==> src/core/vcc_pkg.sv <==
// shared constants and types for the video crosspoint control block
// assumes a single 125 MHz clock domain and an AXI4-Lite master
package vcc_pkg;

    localparam int NUM_IN = 5;
    localparam int NUM_OUT = 3;
    localparam int NUM_PORT = 8;

    // register byte addresses
    localparam logic [7:0] ADDR_ROUTE_CMD = 8'h00;
    localparam logic [7:0] ADDR_STATUS = 8'h04;
    localparam logic [7:0] ADDR_ROUTE = 8'h08;
    localparam logic [7:0] ADDR_FED = 8'h0c;
    localparam logic [7:0] ADDR_LOCK = 8'h10;
    localparam logic [7:0] ADDR_MUTE = 8'h14;
    localparam logic [7:0] ADDR_POLICY = 8'h18;
    localparam logic [7:0] ADDR_INCLUDE = 8'h1c;
    localparam logic [7:0] ADDR_SWITCHABLE = 8'h20;
    localparam logic [7:0] ADDR_PRESENCE = 8'h24;
    localparam logic [7:0] ADDR_PROT = 8'h28;
    // priority words: 0x40 + out*0x20 + in*4, out field in addr[7:5]
    localparam logic [2:0] PRIO_OUT_FIRST = 3'h2;
    localparam logic [2:0] PRIO_OUT_LAST = 3'h4;

    // reset values
    localparam logic [7:0] RST_LOCK = 8'h00;
    localparam logic [7:0] RST_MUTE = 8'h00;
    localparam logic [14:0] RST_INCLUDE = 15'h7fff;
    localparam logic [6:0] RST_PRIO = 7'h32;
    localparam logic [9:0] RST_PROT = 10'h155;

    // limits
    localparam logic [6:0] PRIO_MIN = 7'h01;
    localparam logic [6:0] PRIO_MAX = 7'h64;
    localparam logic [3:0] MAX_V22_INPUTS = 4'h2;
    localparam logic [2:0] IN_EXCL_A = 3'h1;
    localparam logic [2:0] IN_EXCL_B = 3'h5;
    localparam logic [2:0] IN_MAX = 3'h5;

    localparam logic [1:0] RESP_OKAY = 2'h0;
    localparam logic [1:0] RESP_SLVERR = 2'h2;

    typedef enum logic [1:0] {
        POL_OFF = 2'b00,
        POL_LAST = 2'b01,
        POL_FIRST = 2'b10
    } vcc_policy_t;

    typedef enum logic [1:0] {
        SW_OK = 2'b00,
        SW_BUSY = 2'b01,
        SW_LOCKED = 2'b10
    } vcc_switchable_t;

    typedef enum logic [1:0] {
        PROT_OFF = 2'b00,
        PROT_V14 = 2'b01,
        PROT_V22 = 2'b10
    } vcc_prot_t;

    // route command word
    typedef struct packed {
        logic [22:0] unused;
        logic all;
        logic [1:0] pad1;
        logic [1:0] out;
        logic pad0;
        logic [2:0] inp;
    } vcc_cmd_t;

    typedef struct packed {
        logic [29:0] rsvd;
        logic prot_refused;
        logic route_refused;
    } vcc_status_t;

endpackage : vcc_pkg

==> src/core/vcc_crosspoint_ctrl.sv <==
// control logic of a 5-input, 3-output video crosspoint with autoselect
// assumes an AXI4-Lite master on aclk and asynchronous presence pins
//
// Operation
// - input zero disconnects the output
// - inputs one and five never routed together
// - exclusivity breach refused, routing kept, error
// - route-all sends one input everywhere
// - per-port lock flag, read back
// - per-port mute flag, read back
// - per-output policy; off means no autoswitch
// - last-detect takes latest attached input
// - first-detect takes first active input
// - excluded inputs ignored by autoselect
// - priority 1 to 100, ties allowed
// - priorities stored per output
// - routed input readable per output
// - fed outputs readable per input
// - switchability reports OK when allowed
// - switchability reports Busy on exclusivity
// - switchability reports Locked on locked input
// - per-port video presence flag
// - protection level off, 1.4 or 2.2
// - at most two inputs at 2.2
`timescale 1ns/1ns
module vcc_crosspoint_ctrl
    import vcc_pkg::*;
(
    // clock and reset
    input wire logic aclk,
    input wire logic aresetn,
    // axi4-lite write address
    input wire logic [7:0] s_axi_awaddr,
    input wire logic s_axi_awvalid,
    output logic s_axi_awready,
    // axi4-lite write data
    input wire logic [31:0] s_axi_wdata,
    input wire logic [3:0] s_axi_wstrb,
    input wire logic s_axi_wvalid,
    output logic s_axi_wready,
    // axi4-lite write response
    output logic [1:0] s_axi_bresp,
    output logic s_axi_bvalid,
    input wire logic s_axi_bready,
    // axi4-lite read address
    input wire logic [7:0] s_axi_araddr,
    input wire logic s_axi_arvalid,
    output logic s_axi_arready,
    // axi4-lite read data
    output logic [31:0] s_axi_rdata,
    output logic [1:0] s_axi_rresp,
    output logic s_axi_rvalid,
    input wire logic s_axi_rready,
    // video ports: bits 4:0 inputs one..five, 7:5 outputs one..three
    input wire logic [7:0] presence_pin,
    output logic [7:0] video_presence_flag,
    // per output, three bits each: source fed to the video mux, 0 = none
    output logic [8:0] out_source,
    // per input, two bits each: advertised_protection_level
    output logic [9:0] advertised_protection_level
);

    function automatic logic [31:0] merge(input logic [31:0] old, input logic [31:0] nw,
                                          input logic [3:0] st);
        logic [31:0] r;
        r = old;
        for (int b = 0; b < 4; b++) begin
            if (st[b]) begin
                r[b*8 +: 8] = nw[b*8 +: 8];
            end
        end
        return r;
    endfunction : merge

    // lowest value wins, ties go to the lower input number
    function automatic logic [2:0] best_pick(input logic [4:0] mask,
                                             input logic [4:0][6:0] pr);
        logic [2:0] sel;
        logic [6:0] bp;
        sel = 3'h0;
        bp = 7'h7f;
        for (int i = 0; i < NUM_IN; i++) begin
            if (mask[i] && (pr[i] < bp)) begin
                sel = 3'(i + 1);
                bp = pr[i];
            end
        end
        return sel;
    endfunction : best_pick

    function automatic vcc_switchable_t sw_check(input logic [2:0] inp, input logic [1:0] oi,
                                                 input logic [2:0][2:0] rt,
                                                 input logic [7:0] lk);
        vcc_switchable_t res;
        logic [2:0] other;
        res = SW_OK;
        other = (inp == IN_EXCL_A) ? IN_EXCL_B : IN_EXCL_A;
        if (inp > IN_MAX) begin
            res = SW_BUSY;
        end else if ((inp != 3'h0 && lk[3'(inp - 3'h1)]) || lk[NUM_IN + 32'(oi)]) begin
            res = SW_LOCKED;
        end else if (inp == IN_EXCL_A || inp == IN_EXCL_B) begin
            for (int o = 0; o < NUM_OUT; o++) begin
                if (o != 32'(oi) && rt[o] == other) begin
                    res = SW_BUSY;
                end
            end
        end
        return res;
    endfunction : sw_check

    function automatic logic [3:0] count_v22(input logic [9:0] p);
        logic [3:0] n;
        n = 4'h0;
        for (int i = 0; i < NUM_IN; i++) begin
            if (p[i*2 +: 2] == PROT_V22) begin
                n = n + 4'h1;
            end
        end
        return n;
    endfunction : count_v22

    // bus state
    logic awready_ff, wready_ff, bvalid_ff, arready_ff, rvalid_ff;
    logic [1:0] bresp_ff, rresp_ff;
    logic [31:0] rdata_ff, wdata_ff;
    logic [7:0] waddr_ff;
    logic [3:0] wstrb_ff;

    // block state
    logic [2:0][2:0] route_ff;
    logic [7:0] lock_ff, mute_ff;
    logic [2:0][1:0] policy_ff;
    logic [2:0][4:0] incl_ff;
    logic [2:0][4:0][6:0] prio_ff;
    logic [9:0] prot_ff;
    logic [2:0][4:0] pend_ff;
    logic [1:0] rr_ff;
    vcc_status_t status_ff;
    logic [7:0] sync1_ff, sync2_ff, sync3_ff, pres_ff, pres_prev_ff;
    logic [8:0] out_source_ff;

    // write decode
    wire wr_fire = !awready_ff && !wready_ff && !bvalid_ff;
    wire [31:0] wr_merged_lock = merge({24'h0, lock_ff}, wdata_ff, wstrb_ff);
    wire [31:0] wr_merged_mute = merge({24'h0, mute_ff}, wdata_ff, wstrb_ff);
    wire [31:0] wr_merged_pol = merge({26'h0, policy_ff}, wdata_ff, wstrb_ff);
    wire [31:0] wr_merged_incl = merge({17'h0, incl_ff}, wdata_ff, wstrb_ff);
    wire [31:0] wr_merged_prot = merge({22'h0, prot_ff}, wdata_ff, wstrb_ff);
    wire hit_route_cmd = waddr_ff == ADDR_ROUTE_CMD;
    wire hit_lock = waddr_ff == ADDR_LOCK;
    wire hit_mute = waddr_ff == ADDR_MUTE;
    wire hit_policy = waddr_ff == ADDR_POLICY;
    wire hit_incl = waddr_ff == ADDR_INCLUDE;
    wire hit_prot = waddr_ff == ADDR_PROT;
    wire hit_plain = waddr_ff <= ADDR_PROT && waddr_ff[1:0] == 2'h0;
    wire hit_prio_w = waddr_ff[7:5] >= PRIO_OUT_FIRST && waddr_ff[7:5] <= PRIO_OUT_LAST
        && waddr_ff[4:2] < 3'(NUM_IN) && waddr_ff[1:0] == 2'h0;
    wire [1:0] prio_wo = 2'(waddr_ff[7:5] - PRIO_OUT_FIRST);
    wire [2:0] prio_wi = waddr_ff[4:2];
    wire [31:0] prio_new = merge({25'h0, prio_ff[prio_wo][prio_wi]}, wdata_ff, wstrb_ff);
    wire prio_ok = prio_new[31:7] == 25'h0 && prio_new[6:0] >= PRIO_MIN
        && prio_new[6:0] <= PRIO_MAX;
    wire policy_ok = wr_merged_pol[1:0] != 2'b11 && wr_merged_pol[3:2] != 2'b11
        && wr_merged_pol[5:4] != 2'b11;
    wire prot_codes_ok = wr_merged_prot[1:0] != 2'b11 && wr_merged_prot[3:2] != 2'b11
        && wr_merged_prot[5:4] != 2'b11 && wr_merged_prot[7:6] != 2'b11
        && wr_merged_prot[9:8] != 2'b11;
    wire prot_ok = prot_codes_ok && count_v22(wr_merged_prot[9:0]) <= MAX_V22_INPUTS;

    // route command checks
    vcc_cmd_t cmd;
    assign cmd = vcc_cmd_t'(wdata_ff);
    wire cmd_in_valid = cmd.inp <= IN_MAX;
    wire cmd_in_locked = cmd.inp != 3'h0 && cmd_in_valid && lock_ff[3'(cmd.inp - 3'h1)];
    wire all_ok = cmd_in_valid && !cmd_in_locked && lock_ff[7:5] == 3'h0;
    wire one_ok = cmd.out < 2'(NUM_OUT) && cmd_in_valid
        && sw_check(cmd.inp, cmd.out, route_ff, lock_ff) == SW_OK;
    wire cmd_ok = cmd.all ? all_ok : one_ok;
    wire route_wr = wr_fire && hit_route_cmd;
    wire wr_err = !(hit_plain || hit_prio_w) || (route_wr && !cmd_ok)
        || (hit_prio_w && !prio_ok) || (hit_policy && !policy_ok) || (hit_prot && !prot_ok);

    // autoselect, one output served per cycle so two outputs never race
    wire [1:0] rr_policy = policy_ff[rr_ff];
    wire [2:0] rr_route = route_ff[rr_ff];
    wire [4:0] rr_incl = incl_ff[rr_ff];
    wire rr_cur_present = rr_route != 3'h0 && pres_ff[3'(rr_route - 3'h1)];
    wire [4:0] rr_mask = (rr_policy == POL_LAST) ? (pend_ff[rr_ff] & rr_incl)
        : (rr_policy == POL_FIRST && !rr_cur_present) ? (pres_ff[4:0] & rr_incl)
        : 5'h0;
    wire [2:0] rr_pick = best_pick(rr_mask, prio_ff[rr_ff]);
    wire as_go = rr_pick != 3'h0 && rr_pick != rr_route && !route_wr
        && sw_check(rr_pick, rr_ff, route_ff, lock_ff) == SW_OK;
    wire [4:0] rise = pres_ff[4:0] & ~pres_prev_ff[4:0];
    wire [1:0] nxt_rr = (rr_ff == 2'(NUM_OUT - 1)) ? 2'h0 : rr_ff + 2'h1;

    // presence filter: a change counts once stages two and three agree
    wire [7:0] nxt_pres = (sync2_ff & sync3_ff) | (pres_ff & (sync2_ff ^ sync3_ff));

    // read-only views
    logic [14:0] fed_map;
    logic [29:0] sw_map;
    logic [8:0] nxt_out_source;
    for (genvar o = 0; o < NUM_OUT; o++) begin : g_out
        wire [2:0] r = route_ff[o];
        wire in_muted = r != 3'h0 && mute_ff[3'(r - 3'h1)];
        assign nxt_out_source[o*3 +: 3] = (mute_ff[NUM_IN + o] || in_muted) ? 3'h0 : r;
        for (genvar i = 0; i < NUM_IN; i++) begin : g_in
            assign fed_map[i*3 + o] = route_ff[o] == 3'(i + 1);
            assign sw_map[(o*5 + i)*2 +: 2] =
                sw_check(3'(i + 1), 2'(o), route_ff, lock_ff);
        end
    end

    // read decode
    wire [7:0] ra = s_axi_araddr;
    wire rd_prio = ra[7:5] >= PRIO_OUT_FIRST && ra[7:5] <= PRIO_OUT_LAST
        && ra[4:2] < 3'(NUM_IN) && ra[1:0] == 2'h0;
    wire [1:0] prio_ro = 2'(ra[7:5] - PRIO_OUT_FIRST);
    wire rd_hit = rd_prio || (ra <= ADDR_PROT && ra[1:0] == 2'h0);
    wire [31:0] rd_val =
        rd_prio ? {25'h0, prio_ff[prio_ro][ra[4:2]]}
        : (ra == ADDR_STATUS) ? 32'(status_ff)
        : (ra == ADDR_ROUTE) ? {23'h0, route_ff}
        : (ra == ADDR_FED) ? {17'h0, fed_map}
        : (ra == ADDR_LOCK) ? {24'h0, lock_ff}
        : (ra == ADDR_MUTE) ? {24'h0, mute_ff}
        : (ra == ADDR_POLICY) ? {26'h0, policy_ff}
        : (ra == ADDR_INCLUDE) ? {17'h0, incl_ff}
        : (ra == ADDR_SWITCHABLE) ? {2'h0, sw_map}
        : (ra == ADDR_PRESENCE) ? {24'h0, pres_ff}
        : (ra == ADDR_PROT) ? {22'h0, prot_ff}
        : 32'h0;

    // write channels: one write in flight, address and data in either order
    always_ff @(posedge aclk) begin
        if (!aresetn) begin
            {awready_ff, wready_ff, bvalid_ff} <= 3'b110;
            bresp_ff <= RESP_OKAY;
            {waddr_ff, wdata_ff, wstrb_ff} <= '0;
        end else begin
            if (s_axi_awvalid && awready_ff) begin
                awready_ff <= 1'b0;
                waddr_ff <= s_axi_awaddr;
            end
            if (s_axi_wvalid && wready_ff) begin
                wready_ff <= 1'b0;
                wdata_ff <= s_axi_wdata;
                wstrb_ff <= s_axi_wstrb;
            end
            if (wr_fire) begin
                bvalid_ff <= 1'b1;
                bresp_ff <= wr_err ? RESP_SLVERR : RESP_OKAY;
            end
            if (bvalid_ff && s_axi_bready) begin
                bvalid_ff <= 1'b0;
                awready_ff <= 1'b1;
                wready_ff <= 1'b1;
            end
        end
    end

    // read channel: data one cycle after the address is taken
    always_ff @(posedge aclk) begin
        if (!aresetn) begin
            {arready_ff, rvalid_ff} <= 2'b10;
            rdata_ff <= 32'h0;
            rresp_ff <= RESP_OKAY;
        end else if (s_axi_arvalid && arready_ff) begin
            arready_ff <= 1'b0;
            rvalid_ff <= 1'b1;
            rdata_ff <= rd_val;
            rresp_ff <= rd_hit ? RESP_OKAY : RESP_SLVERR;
        end else if (rvalid_ff && s_axi_rready) begin
            arready_ff <= 1'b1;
            rvalid_ff <= 1'b0;
        end
    end

    // routing: bus command wins over autoselect in the same cycle
    always_ff @(posedge aclk) begin
        if (!aresetn) begin
            route_ff <= '0;
        end else if (route_wr && cmd_ok && cmd.all) begin
            route_ff <= {3{cmd.inp}};
        end else if (route_wr && cmd_ok) begin
            route_ff[cmd.out] <= cmd.inp;
        end else if (as_go) begin
            route_ff[rr_ff] <= rr_pick;
        end
    end

    // status: result of the latest route command and protection write
    always_ff @(posedge aclk) begin
        if (!aresetn) begin
            status_ff <= '0;
        end else begin
            if (route_wr) begin
                status_ff.route_refused <= !cmd_ok;
            end
            if (wr_fire && hit_prot) begin
                status_ff.prot_refused <= !prot_ok;
            end
        end
    end

    // software-written settings
    always_ff @(posedge aclk) begin
        if (!aresetn) begin
            lock_ff <= RST_LOCK;
            mute_ff <= RST_MUTE;
            policy_ff <= '0;
            incl_ff <= RST_INCLUDE;
            prot_ff <= RST_PROT;
        end else if (wr_fire) begin
            if (hit_lock) begin
                lock_ff <= wr_merged_lock[7:0];
            end
            if (hit_mute) begin
                mute_ff <= wr_merged_mute[7:0];
            end
            if (hit_policy && policy_ok) begin
                policy_ff <= wr_merged_pol[5:0];
            end
            if (hit_incl) begin
                incl_ff <= wr_merged_incl[14:0];
            end
            if (hit_prot && prot_ok) begin
                prot_ff <= wr_merged_prot[9:0];
            end
        end
    end

    // priorities, one word per output and input pair
    always_ff @(posedge aclk) begin
        if (!aresetn) begin
            prio_ff <= {15{RST_PRIO}};
        end else if (wr_fire && hit_prio_w && prio_ok) begin
            prio_ff[prio_wo][prio_wi] <= prio_new[6:0];
        end
    end

    // pending attach events; a new event beats the clear
    always_ff @(posedge aclk) begin
        if (!aresetn) begin
            pend_ff <= '0;
            rr_ff <= 2'h0;
        end else begin
            rr_ff <= nxt_rr;
            for (int o = 0; o < NUM_OUT; o++) begin
                pend_ff[o] <= ((rr_ff == 2'(o)) ? 5'h0 : pend_ff[o])
                    | ((policy_ff[o] == POL_LAST) ? (rise & incl_ff[o]) : 5'h0);
            end
        end
    end

    // presence pins cross in through three stages
    always_ff @(posedge aclk) begin
        if (!aresetn) begin
            {sync1_ff, sync2_ff, sync3_ff, pres_ff, pres_prev_ff} <= '0;
        end else begin
            sync1_ff <= presence_pin;
            sync2_ff <= sync1_ff;
            sync3_ff <= sync2_ff;
            pres_ff <= nxt_pres;
            pres_prev_ff <= pres_ff;
        end
    end

    // video mux select, zero while muted or disconnected
    always_ff @(posedge aclk) begin
        if (!aresetn) begin
            out_source_ff <= 9'h000;
        end else begin
            out_source_ff <= nxt_out_source;
        end
    end

    assign s_axi_awready = awready_ff;
    assign s_axi_wready = wready_ff;
    assign s_axi_bvalid = bvalid_ff;
    assign s_axi_bresp = bresp_ff;
    assign s_axi_arready = arready_ff;
    assign s_axi_rvalid = rvalid_ff;
    assign s_axi_rdata = rdata_ff;
    assign s_axi_rresp = rresp_ff;
    assign video_presence_flag = pres_ff;
    assign out_source = out_source_ff;
    assign advertised_protection_level = prot_ff;

endmodule : vcc_crosspoint_ctrl

==> config.mk <==
export PLATFORM = sky130hd
export DESIGN_NAME = vcc_crosspoint_ctrl
export DESIGN_NICKNAME = d
export VERILOG_FILES = /design/src/core/vcc_pkg.sv /design/src/core/vcc_crosspoint_ctrl.sv
export SDC_FILE = /design/constraint.sdc
export NUM_CORES = 1
export LEC_CHECK = 0
export BUFFER_PORTS_ARGS = -buffer_cell sky130_fd_sc_hd__buf_2
export CORE_ASPECT_RATIO = 0.9
export CORE_MARGIN = 1.5
export CORE_UTILIZATION = 45
export DETAILED_ROUTE_END_ITERATION = 12
export GPL_TIMING_DRIVEN = 0
export PLACE_DENSITY = 0.64
export SLEW_MARGIN = 20
export SYNTH_ARGS = -nofsm -noshare
export SYNTH_HDL_FRONTEND = slang
export SYNTH_SLANG_ARGS = --single-unit
==> constraint.sdc <==
create_clock -name aclk -period 16.6 [get_ports aclk]
set_input_delay 2.49 -clock aclk [delete_from_list [all_inputs] [get_ports aclk]]
set_output_delay 2.49 -clock aclk [all_outputs]
set_load 0.02 [all_outputs]
==> results by group <==
Detailed routing
  – Number of design rule violations left after detail routing: 0
  – Routed length on met1: 30.79 mm
  – Vias after detailed routing: 18050
  – Routed wire length: around 73 mm
  – Router iterations before antenna repair: 6
  – Routed wl met2: slightly below 30 mm
  – First DRT Iteration DRCs: about 2200
  – Top sig layer: met4
  – Final antenna-violating net count: 0
  – Met3 Routed Length: 9.632 mm
  – Vias per cell: roughly 6.2
  – Average wire per standard cell: approximately 25 µm

Global route
  – Wire length of the first global-routing pass: between 100 and 150 mm
  – Largest net degree at the start of global routing: 14
  – All-Layer GR Usage: 0.3556
  – Number of global-route vias before repair: between 15000 and 20000
  – Antenna violations before repair: 0
  – Gr ovfl total: 0

Setup path
  – Top cell by count, worst path: sky130_fd_sc_hd__ha_1
  – Max Fanout on Critical Path: 10
  – Cell family with the largest share of critical-path delay: compound AO/OA/AOI/OAI gates
  – Combined buffer and inverter count along the critical path: 10
  – Critical path class: reg -> reg
  – Worst R2R Setup Slack: between 0.9 and 1 ns
  – Data required time at the worst endpoint: 17.01 ns
  – Endpoint kind of the worst setup timing path: flip-flop
  – Slowest cell delay on critical path: 0.86 ns
  – Critical Path Source Type: flip-flop
  – Worst-path cell with the longest stage delay: sky130_fd_sc_hd__buf_1
  – Arrival time of the worst setup path: between 15 and 20 ns

Clock tree
  – Number of clock sinks: between 300 and 400
  – Clock latency at the later pin of the worst-skew pair: between 0.5 and 0.6 ns
  – PostCTS Resize Cnt: 0
  – Max H-tree Level: 2
  – Post-CTS Repair Setup Buffers: 0
  – Worst-case clock buffer depth: 3
  – CTS tree: built
  – Clock-pin slew reported for the worst setup and hold paths after clock tree synthesis: 0.07 ns
  – Clock buffer count from CTS: 35
  – Cell at the root of the clock tree: sky130_fd_sc_hd__clkbuf_16
  – Hold buffer count at cts: 0

Logic synthesis
  – Portion of synthesized cell area occupied by the leading cell type: 0.3448
  – Flops & latches, synth: 303
  – Post-synth ARST share: 0
  – Largest cells by area after synthesis: sky130_fd_sc_hd__dfxtp_1, sky130_fd_sc_hd__mux2i_1, sky130_fd_sc_hd__nand2_1, sky130_fd_sc_hd__a21oi_1, sky130_fd_sc_hd__nand3_1
  – Most frequent cells after synthesis: sky130_fd_sc_hd__nand2_1, sky130_fd_sc_hd__dfxtp_1, sky130_fd_sc_hd__a21oi_1
  – Post-synth design cell area: around 0.018 mm²
  – Share of synthesized area occupied by flip-flops and latches: 0.3448
  – Number of distinct library cells after synthesis: 85
  – Gate Count Post-Synth: between 2000 and 2500
  – Avg Cell Area, Syn: 8.052 µm²
  – Number of enable-type register cells in the synthesized netlist: 0
  – Biggest area consumer among synthesized cells: sky130_fd_sc_hd__dfxtp_1
  – Yosys Warn Count: 0
  – Leading cell type by number of instances after synthesis: sky130_fd_sc_hd__nand2_1
  – Main synth FF type: sky130_fd_sc_hd__dfxtp_1

Die
  – Count of boundary I/O pins: around 140
  – Die boundary width: around 210 µm
  – Die area: around 0.040 mm²
  – Core Region: slightly below 0.04 mm²
  – Overall die height: around 190 µm
  – Number of rows created at floorplan: 68
  – Starting utilization of the core area: 0.4575

STA
  – Post-route setup TNS: 0 ns
  – Fmax: 63.79 MHz
  – Count of endpoints failing hold in the final timing report: 0
  – Worst Hold Slack: between 0.4 and 0.5 ns
  – Final Skew: 0.02218 ns
  – RSZ-0062 raised after global routing: no
  – Tmin final: about 16 ns
  – Final setup vio count: 0
  – Slew at the pin closest to its max-slew limit: ~1.2 ns
  – Final worst path period share: 0.9444
  – Final Max Slew Viols: 0
  – Post-route setup slack: 0.9237 ns
  – Worst rel slew slack: 0.1945

Min path
  – Worst min-delay path class: reg -> reg

Pwr
  – Total power per unit cell area: 88.29 mW/mm²
  – Total power: around 1.8 mW
  – Leakage component of the power: roughly 7.7 nW
  – Worst supply voltage drop on vdd: ~73 µV

Placement
  – Detailed Place HPWL: around 55 mm
  – Input/output buffers: 123
  – Routability Congestion: about 1
  – Placement Setup Slack: ~0.89 ns

Layout
  – FILL cells: 3823
  – Fraction of layout cells with a size suffix above 1: 0.1150
  – Layout net count: between 2000 and 2500
  – Synth-to-layout area growth: 13.85%

Flow run
  – Max cap viols: 0

Outcome
  – Outcome: completed
[cell type report]
class / instances / area, µm² / area share
diodes: 2 / 5.005 / 0.0002499
plain buffers: 168 / 686.9 / 0.03429
clock buffers: 47 / 991.0 / 0.04947
clock inverters: 12 / 136.4 / 0.006809
inverters: 40 / 150.1 / 0.007496
multi-input cells: 1681 / 10720 / 0.5353
flip-flops and latches: 303 / 6066 / 0.3028
well taps: 525 / 656.9 / 0.03279
repair buffers: 123 / 615.6 / 0.03073
[layout by cell type (no fill, tap or decap), drive strengths merged, types with 5 or more instances in the layout]
master	count
nand2	358
dfxtp	303
a21oi	204
clkbuf	180
nand3	179
nor2	178
mux2i	162
buf	158
o21ai	118
ha	67
and2	52
inv	41
mux4	38
a22oi	32
nor3	24
nor2b	18
nand2b	16
a211oi	16
o22ai	13
a221oi	13
a32oi	12
nand4	11
o211ai	11
a21o	10
mux2	9
nor4	9
nor3b	8
conb	8
a31oi	8
nand3b	7
o21a	7
and3	7
a2111oi	7
clkinv	7
o2bb2ai	5
a32o	5
a41oi	5
[report_power, final]
part	switching, mW	internal [mW]	total, mW
sequential	0.0105	0.740	0.750
clock	0.334	0.438	0.772
combinational	0.176	0.0694	0.246
[routing by layer]
layer  up-vias  global-route usage
met3       160              0.1207
met4         0              0.1382
met5         -                   0
met1      8658              0.4914
li1       8136                   -
met2      1098              0.5062
[per-stage QoR]
stage               utilization  instances  area (µm²)
floorplan                     -       2192       17620
global placement         0.4912       2840       18890
detailed placement       0.4912       2840       18890
CTS                      0.5206       2899       20020
global route             0.5207       2899       20030
finish                   0.5209       2901       20030
[kinds of logic after synthesis]
logic type | after synthesis | share of synthesized area
muxes | 209 | 0.1477
xor gates and xnor gates | 5 | 0.002916
other | 1 | 0.0002132
adders and majority gates | 69 | 0.04886
buffers and inverters | 208 | 0.04751
DFF | 303 | 0.3448
and+or+nand+nor | 887 | 0.2284
AOI/OAI and AO/OA | 503 | 0.1796
[worst paths after layout]
kind               startpoint            end  cells after the start
setup / recovery     rr_ff[1]  g_out[2].r[2]                     60
hold / removal    sync1_ff[2]    sync2_ff[2]                      1
setup reg to reg     rr_ff[1]  g_out[2].r[2]                     60
hold reg to reg   sync1_ff[2]    sync2_ff[2]                      1
[flip-flops by register name, summed over array words and instances, names as in the netlist, 2 cells and up]
signal and flops:
cmd 32, sync1_ff 8, pres_prev_ff 5, waddr_ff 8
policy_ff 6, pend_ff 15, g_out.r 9, s_axi_rdata 26
wstrb_ff 4, prio_ff 105, lock_ff 8, status_ff 2
rr_ff 2, sync2_ff 8, out_source 9, sync3_ff 8
advertised_protection_level 10, incl_ff 15, mute_ff 8, video_presence_flag 8
Power figures use the tool's default switching activity.
